### config.mk
export PLATFORM = sky130hd
export DESIGN_NAME = afcpc_top
export DESIGN_NICKNAME = d
export VERILOG_FILES = /design/src/rtl/afcpc_pkg.sv /design/src/rtl/afcpc_fifo_if.sv /design/src/rtl/afcpc_fifo.sv /design/src/rtl/afcpc_top.sv
export SDC_FILE = /design/constraint.sdc
export NUM_CORES = 1
export LEC_CHECK = 0
export ABC_AREA = 0
export BUFFER_PORTS_ARGS = -buffer_cell sky130_fd_sc_hd__buf_2
export CAP_MARGIN = 10
export CORE_MARGIN = 2
export CORE_UTILIZATION = 26
export CTS_CLUSTER_DIAMETER = 150
export DETAILED_ROUTE_END_ITERATION = 7
export GPL_TIMING_DRIVEN = 0
export PLACE_DENSITY = 0.45
export SYNTH_ARGS = -nofsm -noshare
export SYNTH_HDL_FRONTEND = slang
export SYNTH_SLANG_ARGS = --single-unit
### constraint.sdc
create_clock -name clk -period 2.6 [get_ports clk]
set_clock_uncertainty 0.05 [all_clocks]
set_input_delay 0.26 -clock clk [delete_from_list [all_inputs] [get_ports clk]]
set_output_delay 0.26 -clock clk [all_outputs]
set_load 0.02 [all_outputs]
### src/rtl/afcpc_pkg.sv
package afcpc_pkg;

    // ----------------------------------------------------------------
    // Result queue
    // ----------------------------------------------------------------
    localparam int          FIFO_DEPTH   = 8;
    localparam int          RES_W        = 12;
    localparam int          RAW_W        = 14;
    localparam int          CNT_W        = 4;
    localparam logic [11:0] RES_MAX      = 12'hFFF;
    localparam logic [3:0]  THR_SINGLE   = 4'h1;
    localparam logic [3:0]  THR_FULL     = 4'h8;
    localparam logic [3:0]  THR_3Q       = 4'h6;
    localparam logic [3:0]  THR_HALF     = 4'h4;
    localparam logic [3:0]  THR_QUARTER  = 4'h2;

    // ----------------------------------------------------------------
    // Configuration register layout
    // ----------------------------------------------------------------
    localparam int          CFG_W          = 12;
    localparam logic [11:0] CFG_RESET      = 12'h000;
    localparam int          CFG_THR_LSB    = 0;
    localparam int          CFG_CLKSRC_BIT = 2;
    localparam int          CFG_DIV_LSB    = 3;
    localparam int          CFG_MODE_LSB   = 5;
    localparam int          CFG_EXTSMP_BIT = 7;
    localparam int          CFG_EOCSEL_BIT = 8;
    localparam int          CFG_REFEXT_BIT = 9;
    localparam int          CFG_REF4V_BIT  = 10;

    localparam logic [1:0]  DIV_1 = 2'h0;
    localparam logic [1:0]  DIV_2 = 2'h1;
    localparam logic [1:0]  DIV_4 = 2'h2;

    typedef enum logic [1:0] {
        MODE_SINGLE = 2'b00,
        MODE_REPEAT = 2'b01,
        MODE_SWEEP  = 2'b10,
        MODE_RSWEEP = 2'b11
    } afcpc_mode_e;

    // ----------------------------------------------------------------
    // Serial command words
    // ----------------------------------------------------------------
    localparam logic [15:0] SOFT_PD_WORD = 16'h8000;
    localparam logic [3:0]  CMD_CFG_WR   = 4'hA;
    localparam logic [3:0]  CMD_FIFO_RD  = 4'hE;

    // ----------------------------------------------------------------
    // Timing
    // ----------------------------------------------------------------
    localparam logic [3:0]  CONV_CLKS     = 4'hE;
    localparam int          CLK_MHZ       = 200;
    localparam int          WARMUP_MS     = 20;
    localparam int          WARMUP_CYCLES = WARMUP_MS * CLK_MHZ * 1000;
    localparam int          WARM_W        = 23;

    // ----------------------------------------------------------------
    // Pin synchroniser lanes
    // ----------------------------------------------------------------
    localparam int PIN_N    = 6;
    localparam int PIN_SCLK = 0;
    localparam int PIN_CS   = 1;
    localparam int PIN_FS   = 2;
    localparam int PIN_CST  = 3;
    localparam int PIN_HARD_POWERDOWN_IN = 4;
    localparam int PIN_OSC  = 5;

endpackage

### src/rtl/afcpc_fifo_if.sv
`timescale 1ns/1ps
`default_nettype none

interface afcpc_fifo_if #(
    parameter int W     = 12,
    parameter int CNT_W = 4
);
    logic             push;
    logic [W-1:0]     wdata;
    logic             pop;
    logic             flush;
    logic [W-1:0]     rdata;
    logic [CNT_W-1:0] count;
    logic             full;
    logic             empty;

    modport ctrl  (output push, wdata, pop, flush,
                   input  rdata, count, full, empty);
    modport queue (input  push, wdata, pop, flush,
                   output rdata, count, full, empty);
endinterface

`default_nettype wire

### src/rtl/afcpc_fifo.sv
`timescale 1ns/1ps
`default_nettype none

module afcpc_fifo #(
    parameter int W     = 12,
    parameter int DEPTH = 8,
    parameter int CNT_W = 4
) (
    input  wire logic   clk,
    input  wire logic   rst,
    afcpc_fifo_if.queue f
);
    localparam int PW = $clog2(DEPTH);

    if (DEPTH < 2 || (1 << PW) != DEPTH || CNT_W < PW + 1)
    begin : g_bad
        $error("afcpc_fifo: DEPTH must be a power of two");
    end

    typedef struct packed {
        logic [DEPTH-1:0][W-1:0] mem;
        logic [PW-1:0]           wr;
        logic [PW-1:0]           rd;
        logic [CNT_W-1:0]        cnt;
    } afcpc_fifo_s;

    afcpc_fifo_s q_ff;
    afcpc_fifo_s nxt_q;

    logic do_push;
    logic do_pop;

    assign f.rdata = q_ff.mem[q_ff.rd];
    assign f.count = q_ff.cnt;
    assign f.full  = (q_ff.cnt == CNT_W'(DEPTH));
    assign f.empty = (q_ff.cnt == '0);

    always_comb
    begin
        nxt_q   = q_ff;
        do_pop  = f.pop && !f.empty;
        do_push = f.push && (!f.full || do_pop);
        if (do_push)
        begin
            nxt_q.mem[q_ff.wr] = f.wdata;
            nxt_q.wr           = q_ff.wr + PW'(1);
        end
        if (do_pop)
        begin
            nxt_q.rd = q_ff.rd + PW'(1);
        end
        if (do_push && !do_pop)
        begin
            nxt_q.cnt = q_ff.cnt + CNT_W'(1);
        end
        else if (do_pop && !do_push)
        begin
            nxt_q.cnt = q_ff.cnt - CNT_W'(1);
        end
        if (f.flush)
        begin
            nxt_q.wr  = '0;
            nxt_q.rd  = '0;
            nxt_q.cnt = '0;
        end
    end

    always_ff @(posedge clk)
    begin
        if (rst)
        begin
            q_ff <= '0;
        end
        else
        begin
            q_ff <= nxt_q;
        end
    end

endmodule // afcpc_fifo

`default_nettype wire

### src/rtl/afcpc_top.sv
// What this block does
// Results queue eight deep with a configurable fill threshold.
// Interrupt asserts once queued results reach the programmed threshold.
// Queue takes one fixed channel or a sweep sequence, in conversion order.
// Single shot uses a threshold of one and ignores threshold bits.
// Conversion takes 14 conversion clocks; oscillator is at least 3.6 MHz.
// Serial clock as conversion clock is divided by one, two or four.
// Host keeps the divided serial clock at or below 6 MHz.
// After each conversion enter auto low power, reference stays on.
// Chip select, frame sync or start wakes from auto low power promptly; here start wakes only with extended sampling, else chip select or frame sync.
// Writing 8000h powers down everything, reference included.
// Power-down input low powers down; releasing it wakes the device.
// Soft power-down wakes on activity; internal reference warms 20 ms.
// Power-down keeps configuration; sweep restarts at first channel.
// Entering any power-down empties the result queue.
// Host holds select cycles at least six serial clocks long.
// Extended sampling: start low time outside chip select low is sampling.
// Configuration picks internal 2 V or 4 V reference, or external.
// Output code clamps to full scale above and zero below range.
// End-of-conversion status option only in single shot; else interrupt.
// Repeat modes: interrupt served without reading clears the queue.
// Interrupt releases after reading up to threshold or a new command.
`timescale 1ns/1ps
`default_nettype none

module afcpc_top #(
    parameter int WARMUP_CYCLES = afcpc_pkg::WARMUP_CYCLES
) (
    input  wire logic        clk,
    input  wire logic        rst,
    input  wire logic        sclk,
    input  wire logic        cs_n,
    input  wire logic        frame_sync_in,
    input  wire logic        conversion_start_in_n,
    input  wire logic        hard_powerdown_in_n,
    input  wire logic        internal_osc,
    input  wire logic        cmd_valid,
    input  wire logic [15:0] cmd_word,
    input  wire logic [11:0] sweep_list,
    input  wire logic [13:0] sample_raw,
    output logic             status_n,
    output logic             sampling,
    output logic             converting,
    output logic [2:0]       channel,
    output logic             core_on,
    output logic             ref_on,
    output logic             ref_ready,
    output logic             ref_external,
    output logic             ref_4v,
    output logic [11:0]      fifo_data,
    output logic             fifo_data_valid,
    output logic [3:0]       fifo_level,
    output logic [11:0]      config_reg
);
    localparam int WW = afcpc_pkg::WARM_W;

    if (WARMUP_CYCLES < 1 || WARMUP_CYCLES >= (1 << WW))
    begin : g_bad_warm
        $error("afcpc_top: WARMUP_CYCLES out of range");
    end

    typedef enum logic [2:0] {
        ST_HARD_PD = 3'b000,
        ST_SOFT_PD = 3'b001,
        ST_AUTO_PD = 3'b010,
        ST_SAMPLE  = 3'b011,
        ST_CONVERT = 3'b100
    } afcpc_state_e;

    typedef struct packed {
        logic [afcpc_pkg::PIN_N-1:0] sync1;
        logic [afcpc_pkg::PIN_N-1:0] sync2;
        logic [afcpc_pkg::PIN_N-1:0] prev;
        afcpc_state_e                state;
        logic [11:0]                 cfg;
        logic [2:0]                  fixed_ch;
        logic [2:0]                  channel;
        logic [1:0]                  sweep_step;
        logic [1:0]                  div_cnt;
        logic [3:0]                  conv_cnt;
        logic                        int_pending;
        logic [3:0]                  reads;
        logic                        status_n;
        logic                        sampling;
        logic                        converting;
        logic                        core_on;
        logic                        ref_on;
        logic                        ref_ready;
        logic [WW-1:0]               warm_cnt;
        logic [11:0]                 rd_data;
        logic                        rd_valid;
    } afcpc_top_s;

    afcpc_top_s q_ff;
    afcpc_top_s nxt_q;

    afcpc_fifo_if #(.W(afcpc_pkg::RES_W), .CNT_W(afcpc_pkg::CNT_W)) fq ();

    afcpc_fifo #(
        .W     (afcpc_pkg::RES_W),
        .DEPTH (afcpc_pkg::FIFO_DEPTH),
        .CNT_W (afcpc_pkg::CNT_W)
    ) u_fifo (
        .clk (clk),
        .rst (rst),
        .f   (fq.queue)
    );

    // ----------------------------------------------------------------
    // Clamp of the raw converter code
    // ----------------------------------------------------------------
    function automatic logic [11:0] clamp(input logic [13:0] raw);
        logic [11:0] r;
        r = raw[11:0];
        if (raw[13])
        begin
            r = '0;
        end
        else if (raw[12])
        begin
            r = afcpc_pkg::RES_MAX;
        end
        return r;
    endfunction

    logic [afcpc_pkg::PIN_N-1:0] fall;
    logic [afcpc_pkg::PIN_N-1:0] rise;
    logic [1:0]                  mode;
    logic [3:0]                  thr;
    logic                        tick;
    logic                        wake;
    logic                        ext_smp;
    logic                        cs_hi;
    logic                        repeat_mode;

    always_comb
    begin
        nxt_q       = q_ff;
        nxt_q.sync1 = {internal_osc, hard_powerdown_in_n,
                       conversion_start_in_n, frame_sync_in, cs_n, sclk};
        nxt_q.sync2 = q_ff.sync1;
        nxt_q.prev  = q_ff.sync2;
        fall        = q_ff.prev & ~q_ff.sync2;
        rise        = ~q_ff.prev & q_ff.sync2;
        mode        = q_ff.cfg[afcpc_pkg::CFG_MODE_LSB +: 2];
        ext_smp     = q_ff.cfg[afcpc_pkg::CFG_EXTSMP_BIT];
        cs_hi       = q_ff.sync2[afcpc_pkg::PIN_CS];
        repeat_mode = (mode == afcpc_pkg::MODE_REPEAT)
                   || (mode == afcpc_pkg::MODE_RSWEEP);
        wake        = fall[afcpc_pkg::PIN_CS] | fall[afcpc_pkg::PIN_FS]
                    | fall[afcpc_pkg::PIN_CST];
        nxt_q.rd_valid = 1'b0;
        fq.push  = 1'b0;
        fq.pop   = 1'b0;
        fq.flush = 1'b0;
        fq.wdata = clamp(sample_raw);

        // ------------------------------------------------------------
        // Threshold
        // ------------------------------------------------------------
        case (q_ff.cfg[afcpc_pkg::CFG_THR_LSB +: 2])
            2'b00:   thr = afcpc_pkg::THR_FULL;
            2'b01:   thr = afcpc_pkg::THR_3Q;
            2'b10:   thr = afcpc_pkg::THR_HALF;
            default: thr = afcpc_pkg::THR_QUARTER;
        endcase
        if (mode == afcpc_pkg::MODE_SINGLE)
        begin
            thr = afcpc_pkg::THR_SINGLE;
        end

        // ------------------------------------------------------------
        // Conversion clock
        // ------------------------------------------------------------
        if (rise[afcpc_pkg::PIN_SCLK])
        begin
            nxt_q.div_cnt = q_ff.div_cnt + 2'h1;
        end
        if (q_ff.cfg[afcpc_pkg::CFG_CLKSRC_BIT])
        begin
            case (q_ff.cfg[afcpc_pkg::CFG_DIV_LSB +: 2])
                afcpc_pkg::DIV_1: tick = rise[afcpc_pkg::PIN_SCLK];
                afcpc_pkg::DIV_2: tick = rise[afcpc_pkg::PIN_SCLK]
                                      && q_ff.div_cnt[0];
                default:          tick = rise[afcpc_pkg::PIN_SCLK]
                                      && (q_ff.div_cnt == 2'h3);
            endcase
        end
        else
        begin
            tick = rise[afcpc_pkg::PIN_OSC];
        end

        // ------------------------------------------------------------
        // Reference warm-up
        // ------------------------------------------------------------
        if (q_ff.ref_on && !q_ff.ref_ready)
        begin
            nxt_q.warm_cnt = q_ff.warm_cnt + 23'h00_0001;
            if (q_ff.cfg[afcpc_pkg::CFG_REFEXT_BIT]
                || q_ff.warm_cnt == WW'(WARMUP_CYCLES - 1))
            begin
                nxt_q.ref_ready = 1'b1;
            end
        end

        // ------------------------------------------------------------
        // Power and conversion sequencing
        // ------------------------------------------------------------
        case (q_ff.state)
            ST_HARD_PD:
            begin
                if (q_ff.sync2[afcpc_pkg::PIN_HARD_POWERDOWN_IN])
                begin
                    nxt_q.state    = ST_AUTO_PD;
                    nxt_q.ref_on   = 1'b1;
                    nxt_q.warm_cnt = '0;
                end
            end
            ST_SOFT_PD:
            begin
                if (wake)
                begin
                    nxt_q.state    = ST_AUTO_PD;
                    nxt_q.ref_on   = 1'b1;
                    nxt_q.warm_cnt = '0;
                end
            end
            ST_AUTO_PD:
            begin
                if (ext_smp ? (fall[afcpc_pkg::PIN_CST] && cs_hi)
                            : (fall[afcpc_pkg::PIN_CS]
                               || fall[afcpc_pkg::PIN_FS]))
                begin
                    nxt_q.state   = ST_SAMPLE;
                    nxt_q.core_on = 1'b1;
                    nxt_q.channel = (mode[1])
                        ? sweep_list[q_ff.sweep_step*3 +: 3]
                        : q_ff.fixed_ch;
                end
            end
            ST_SAMPLE:
            begin
                if (ext_smp ? rise[afcpc_pkg::PIN_CST]
                            : rise[afcpc_pkg::PIN_CS])
                begin
                    nxt_q.state    = ST_CONVERT;
                    nxt_q.conv_cnt = '0;
                end
            end
            ST_CONVERT:
            begin
                if (tick)
                begin
                    nxt_q.conv_cnt = q_ff.conv_cnt + 4'h1;
                    if (q_ff.conv_cnt == afcpc_pkg::CONV_CLKS - 4'h1)
                    begin
                        fq.push          = 1'b1;
                        nxt_q.sweep_step = q_ff.sweep_step + 2'h1;
                        nxt_q.state      = ST_AUTO_PD;
                        nxt_q.core_on    = 1'b0;
                    end
                end
            end
            default:
            begin
                nxt_q.state = ST_AUTO_PD;
            end
        endcase
        nxt_q.sampling = (nxt_q.state == ST_SAMPLE)
                      && !(ext_smp && !cs_hi);

        // ------------------------------------------------------------
        // Commands
        // ------------------------------------------------------------
        if (cmd_valid)
        begin
            if (cmd_word[15:12] == afcpc_pkg::CMD_FIFO_RD)
            begin
                if (!fq.empty)
                begin
                    fq.pop         = 1'b1;
                    nxt_q.rd_data  = fq.rdata;
                    nxt_q.rd_valid = 1'b1;
                    nxt_q.reads    = q_ff.reads + 4'h1;
                    if (q_ff.int_pending && q_ff.reads + 4'h1 >= thr)
                    begin
                        nxt_q.int_pending = 1'b0;
                        nxt_q.reads       = '0;
                    end
                end
            end
            else
            begin
                if (q_ff.int_pending)
                begin
                    nxt_q.int_pending = 1'b0;
                    if (repeat_mode && q_ff.reads == '0)
                    begin
                        fq.flush = 1'b1;
                    end
                end
                nxt_q.reads = '0;
                if (cmd_word == afcpc_pkg::SOFT_PD_WORD)
                begin
                    nxt_q.state     = ST_SOFT_PD;
                    nxt_q.core_on   = 1'b0;
                    nxt_q.ref_on    = 1'b0;
                    nxt_q.ref_ready = 1'b0;
                    nxt_q.sampling  = 1'b0;
                    nxt_q.sweep_step = '0;
                    fq.flush        = 1'b1;
                end
                else if (cmd_word[15:12] == afcpc_pkg::CMD_CFG_WR)
                begin
                    nxt_q.cfg = cmd_word[11:0];
                end
                else if (!cmd_word[15])
                begin
                    nxt_q.fixed_ch = cmd_word[14:12];
                end
            end
        end

        // Set wins over a release unless the queue is flushed; a popping read defers it a cycle
        if (!nxt_q.int_pending && !fq.flush
            && fq.count >= thr && q_ff.state != ST_SOFT_PD && !fq.pop)
        begin
            nxt_q.int_pending = 1'b1;
        end

        // ------------------------------------------------------------
        // Hardware power-down overrides everything
        // ------------------------------------------------------------
        if (!q_ff.sync2[afcpc_pkg::PIN_HARD_POWERDOWN_IN])
        begin
            nxt_q.state       = ST_HARD_PD;
            nxt_q.core_on     = 1'b0;
            nxt_q.ref_on      = 1'b0;
            nxt_q.ref_ready   = 1'b0;
            nxt_q.sampling    = 1'b0;
            nxt_q.int_pending = 1'b0;
            nxt_q.reads       = '0;
            nxt_q.sweep_step  = '0;
            fq.flush          = 1'b1;
        end

        nxt_q.converting = (nxt_q.state == ST_CONVERT);
        nxt_q.status_n = (mode == afcpc_pkg::MODE_SINGLE
                          && q_ff.cfg[afcpc_pkg::CFG_EOCSEL_BIT])
                       ? (nxt_q.state != ST_CONVERT)
                       : !nxt_q.int_pending;
    end

    always_ff @(posedge clk)
    begin
        if (rst)
        begin
            q_ff          <= '0;
            q_ff.state    <= ST_AUTO_PD;
            q_ff.cfg      <= afcpc_pkg::CFG_RESET;
            q_ff.sync1    <= '1;
            q_ff.sync2    <= '1;
            q_ff.prev     <= '1;
            q_ff.status_n <= 1'b1;
            q_ff.ref_on   <= 1'b1;
        end
        else
        begin
            q_ff <= nxt_q;
        end
    end

    // ----------------------------------------------------------------
    // Outputs
    // ----------------------------------------------------------------
    assign status_n        = q_ff.status_n;
    assign sampling        = q_ff.sampling;
    assign converting      = q_ff.converting;
    assign channel         = q_ff.channel;
    assign core_on         = q_ff.core_on;
    assign ref_on          = q_ff.ref_on;
    assign ref_ready       = q_ff.ref_ready;
    assign ref_external    = q_ff.cfg[afcpc_pkg::CFG_REFEXT_BIT];
    assign ref_4v          = q_ff.cfg[afcpc_pkg::CFG_REF4V_BIT];
    assign fifo_data       = q_ff.rd_data;
    assign fifo_data_valid = q_ff.rd_valid;
    assign fifo_level      = fq.count;
    assign config_reg      = q_ff.cfg;

endmodule // afcpc_top

`default_nettype wire
==> metrics.md <==
| Metric | Value |
|---|---|
| Status | `finished, final reports clean` |
| Async SR Flop Fraction | `0` |
| Post-Route WL | `24700 um` |
| Predominant post-synthesis flop cell | `sky130_fd_sc_hd__dfxtp_1` |
| Clock period minus worst slack | `2510 ps` |
| Hold Violations, Final | `0` |
| Layout Area Growth over Synthesis | `21.0%` |
| Final number of setup-violating endpoints | `0` |
| Tcrit/Tclk final | `0.964` |
| Leak pwr | `0.00402 uW` |
| Starting density of the core | `0.262` |
| Synthesized instance count | `897` |
| Share of layout cells above drive strength 1 | `0.251` |
| Net count reported at finish | `1094` |
| Count of different cell masters after synthesis | `66` |
| Pin slew with the least headroom to its limit | `937 ps` |
| Worst hold slack | `24.2 ps` |
| Vias post-DR | `6915` |
| Ranking of synthesized cells by area | `sky130_fd_sc_hd__dfxtp_1, sky130_fd_sc_hd__nand3b_1, sky130_fd_sc_hd__mux4_2` |
| Number of flip-flops and latches in the synthesized netlist | `199` |
| Clock H-tree levels | `4` |
| Largest registers | `u_fifo.q_ff x102, q_ff x47` |
| Final design utilization | `0.317` |
| Floorplan core area | `34300 um2` |
| R2R cell count | `13` |
| Num CTS Buffers | `17` |
| Global routing met3 resource utilization | `0.0227` |
| Residual DRC | `0` |
| Worst min path class | `in2reg` |
| Top delay family on crit path | `simple AND/OR/NAND/NOR gates` |
| Yosys Warn Count | `0` |
| Cell count of the worst hold path | `3` |
| Power density over cell area | `578 nW/um2` |
| Synth Cell Area | `8970 um2` |
| Top cell types by occurrence after synthesis | `sky130_fd_sc_hd__dfxtp_1, sky130_fd_sc_hd__o21ai_0, sky130_fd_sc_hd__nor2_1` |
| Buffers and inverters on the worst path | `2` |
| Initial antenna violation count | `0` |
| Largest buffer count on any clock path | `2` |
| Worst r2r dst | `u_fifo.f.count[3]` |
| Slowest cell on the critical path | `sky130_fd_sc_hd__or3b_4` |
| Remaining number of nets flagged by the antenna check after routing | `0` |
| Die width | `190 um` |
| Global-route met1 utilization | `0.197` |
| Max-cap violations | `0` |
| DP Area | `10000 um2` |
| Kind of capture point of the worst setup path | `flop` |
| Library cell with the highest instance count after synthesis | `sky130_fd_sc_hd__dfxtp_1` |
| Post-Place Setup Slack | `-505 ps` |
| Final HPWL from detailed placement | `17400 um` |
| EDFF count, synth | `0` |
| Sequential element share of the synthesized area | `0.444` |
| Mean area per synthesized cell | `10.0 um2` |
| Max reg flops | `102` |
| CTS Root Buffer Type | `sky130_fd_sc_hd__clkbuf_16` |
| Max Fanout on Critical Path | `3` |
| Inserted Diodes | `0` |
| Fmax | `399 MHz` |
| Worst hold path startpoint | `cmd_word[10]` |
| Pin count of the biggest net entering global routing | `17` |
| CP Cell Sequence | `or3b_4, a41oi_4, nor4_4, buf_6, ha_4, inv_2, ha_1, a21o_1, a21oi_2, xnor2_1, nor2_1, xnor2_1, nor2_1` |
| Wire length of the first global-routing pass | `38400 um` |
| TritonCTS Sinks | `199` |
| Die Footprint | `36000 um2` |
| R2r setup slk | `90 ps` |
| Total global routing track utilization | `0.139` |
| Dominant cell type by area after synthesis | `sky130_fd_sc_hd__dfxtp_1` |
| Drt initial violations | `350` |
| Worst slew slack as a fraction of its limit | `0.375` |
| IO Count | `91` |
| Final std cell area, no fill | `10900 um2` |
| Die Ht | `190 um` |
| Required time at the endpoint of the critical path | `2870 ps` |
| Syn Nets | `971` |
| Overflow after GRT | `0` |
| TritonRoute pass-1 iters | `7` |
| Count of buffers inserted at the top-level ports | `90` |
| Startpoint type of the worst setup path | `flop` |
| Reg-to-reg critical path startpoint | `config_reg[3]` |
| Register bank with the most flops | `u_fifo.q_ff` |
| Via/cell ratio | `4.65` |
| GR Util met2 | `0.219` |
| Synth top area share | `0.444` |
| Post-layout worst setup margin | `92.6 ps` |
| Longest individual stage delay on the worst path | `390 ps` |
| Clock latency at the later pin of the worst-skew pair | `440 ps` |
| Classification of the worst setup path | `reg2reg` |
| Clock slew at the register clock pins of the worst setup and hold paths | `70 ps` |
| FP Rows | `68` |
| Number of pins exceeding their max-slew limit in the final report | `0` |
| TritonCTS clock tree | `yes` |
| GP Congestion | `0.785` |
| Routed length per placed instance | `16.6 um` |
| Worst Path Arrival | `2780 ps` |
| Via count of the first global-routing pass | `6703` |
| Worst IR drop on VDD | `0.000454 V` |
| Busiest metal layer after global routing | `met2` |
| Endpoint of the worst hold path | `config_reg[10]` |
## worst min-delay path: cells and delay by family
kind                   cells  cell delay, ps
muxes                      1              60
buffers and inverters      1              90
and+or+nand+nor            1              70
## kinds of logic (layout without fill, tap and decap cells)
logic type                 count (synthesis)  in the layout  share of synthesized area
AOI/OAI and AO/OA                        156            156                      0.100
xor gates and xnor gates                  34             34                     0.0332
adders and majority gates                 23             23                     0.0329
buffers and inverters                    104            240                     0.0608
DFF                                      199            199                      0.444
muxes                                     78             78                      0.125
and+or+nand+nor                          303            303                      0.204
## cell type report
class | count | area [um2]
inverters | 16 | 60.1
clock inverters | 12 | 175
well taps | 455 | 569
multi-input cells | 594 | 4530
flip-flops and latches | 199 | 4000
plain buffers | 87 | 482
fillers | 3582 | 23400
repair buffers | 105 | 578
clock buffers | 20 | 457
## per-layer routing
metal  routed length (um)  part of all wire
met5                    0                 0
met4                  218            0.0088
met3                 1030             0.041
met2                10900              0.44
met1                12500              0.51
## layout by cell type, fill, tap and decap left out, types with 4 or more instances in the layout
| cell type | netlist | final |
|---|---|---|
| sky130_fd_sc_hd__dfxtp_2 | 0 | 7 |
| sky130_fd_sc_hd__buf_4 | 31 | 40 |
| sky130_fd_sc_hd__or2_2 | 20 | 20 |
| sky130_fd_sc_hd__nand2_1 | 24 | 23 |
| sky130_fd_sc_hd__bufinv_16 | 0 | 4 |
| sky130_fd_sc_hd__xor2_1 | 22 | 22 |
| sky130_fd_sc_hd__buf_2 | 12 | 102 |
| sky130_fd_sc_hd__nor2_1 | 86 | 85 |
| sky130_fd_sc_hd__a21oi_1 | 16 | 14 |
| sky130_fd_sc_hd__o21ai_1 | 12 | 12 |
| sky130_fd_sc_hd__inv_1 | 15 | 14 |
| sky130_fd_sc_hd__dlygate4sd3_1 | 0 | 6 |
| sky130_fd_sc_hd__a211oi_1 | 15 | 15 |
| sky130_fd_sc_hd__nand2b_1 | 20 | 19 |
| sky130_fd_sc_hd__mux4_2 | 27 | 27 |
| sky130_fd_sc_hd__nor4_1 | 4 | 4 |
| sky130_fd_sc_hd__clkbuf_16 | 0 | 17 |
| sky130_fd_sc_hd__nand3_1 | 14 | 13 |
| sky130_fd_sc_hd__or3_1 | 5 | 5 |
| sky130_fd_sc_hd__nand3b_1 | 84 | 84 |
| sky130_fd_sc_hd__xnor2_1 | 12 | 12 |
| sky130_fd_sc_hd__nand4_1 | 10 | 10 |
| sky130_fd_sc_hd__o21ai_0 | 92 | 92 |
| sky130_fd_sc_hd__ha_1 | 22 | 20 |
| sky130_fd_sc_hd__clkbuf_1 | 40 | 40 |
| sky130_fd_sc_hd__mux2i_1 | 48 | 48 |
| sky130_fd_sc_hd__dfxtp_1 | 199 | 189 |
| sky130_fd_sc_hd__and4_1 | 4 | 4 |
| sky130_fd_sc_hd__nor2b_1 | 5 | 5 |
## report_power, final
group          leakage, uW  total, uW  switching [uW]  internal [uW]
sequential         0.00161       3100            22.9           3070
clock             0.000302       2880            1220           1660
combinational      0.00210        300             174            126
total              0.00402       6280            1420           4860
## metrics by stage
stage               instances  TNS, ps  total power [uW]
floorplan                 897        0              3330
global placement         1442    -3220              3460
detailed placement       1442    -2910              3460
CTS                      1483    -9.71              6350
global route             1488    -30.3              6490
finish                   1488        0              6280
## what timing repair did
action	4_1_cts	5_1_grt
setup endpoints to repair	4	21
hold endpoints to repair	6	0
hold buffers	6	0
gates resized for setup	11	17
buffers inserted	4	5
pin swaps	5	7
gates cloned	0	0
## worst max path at each step
stage | startpoint | to | depth (start not counted)
after CTS | q_ff[51] | u_fifo.f.count[3] | 14
after global routing | q_ff[48] | u_fifo.f.count[3] | 14
final | config_reg[3] | u_fifo.f.count[3] | 13
after floorplan | cmd_word[12] | u_fifo.f.count[3] | 13
after detailed placement | cmd_word[12] | u_fifo.f.count[3] | 14
after global placement | cmd_word[12] | u_fifo.f.count[3] | 14
Power figures use the tool's default switching activity.
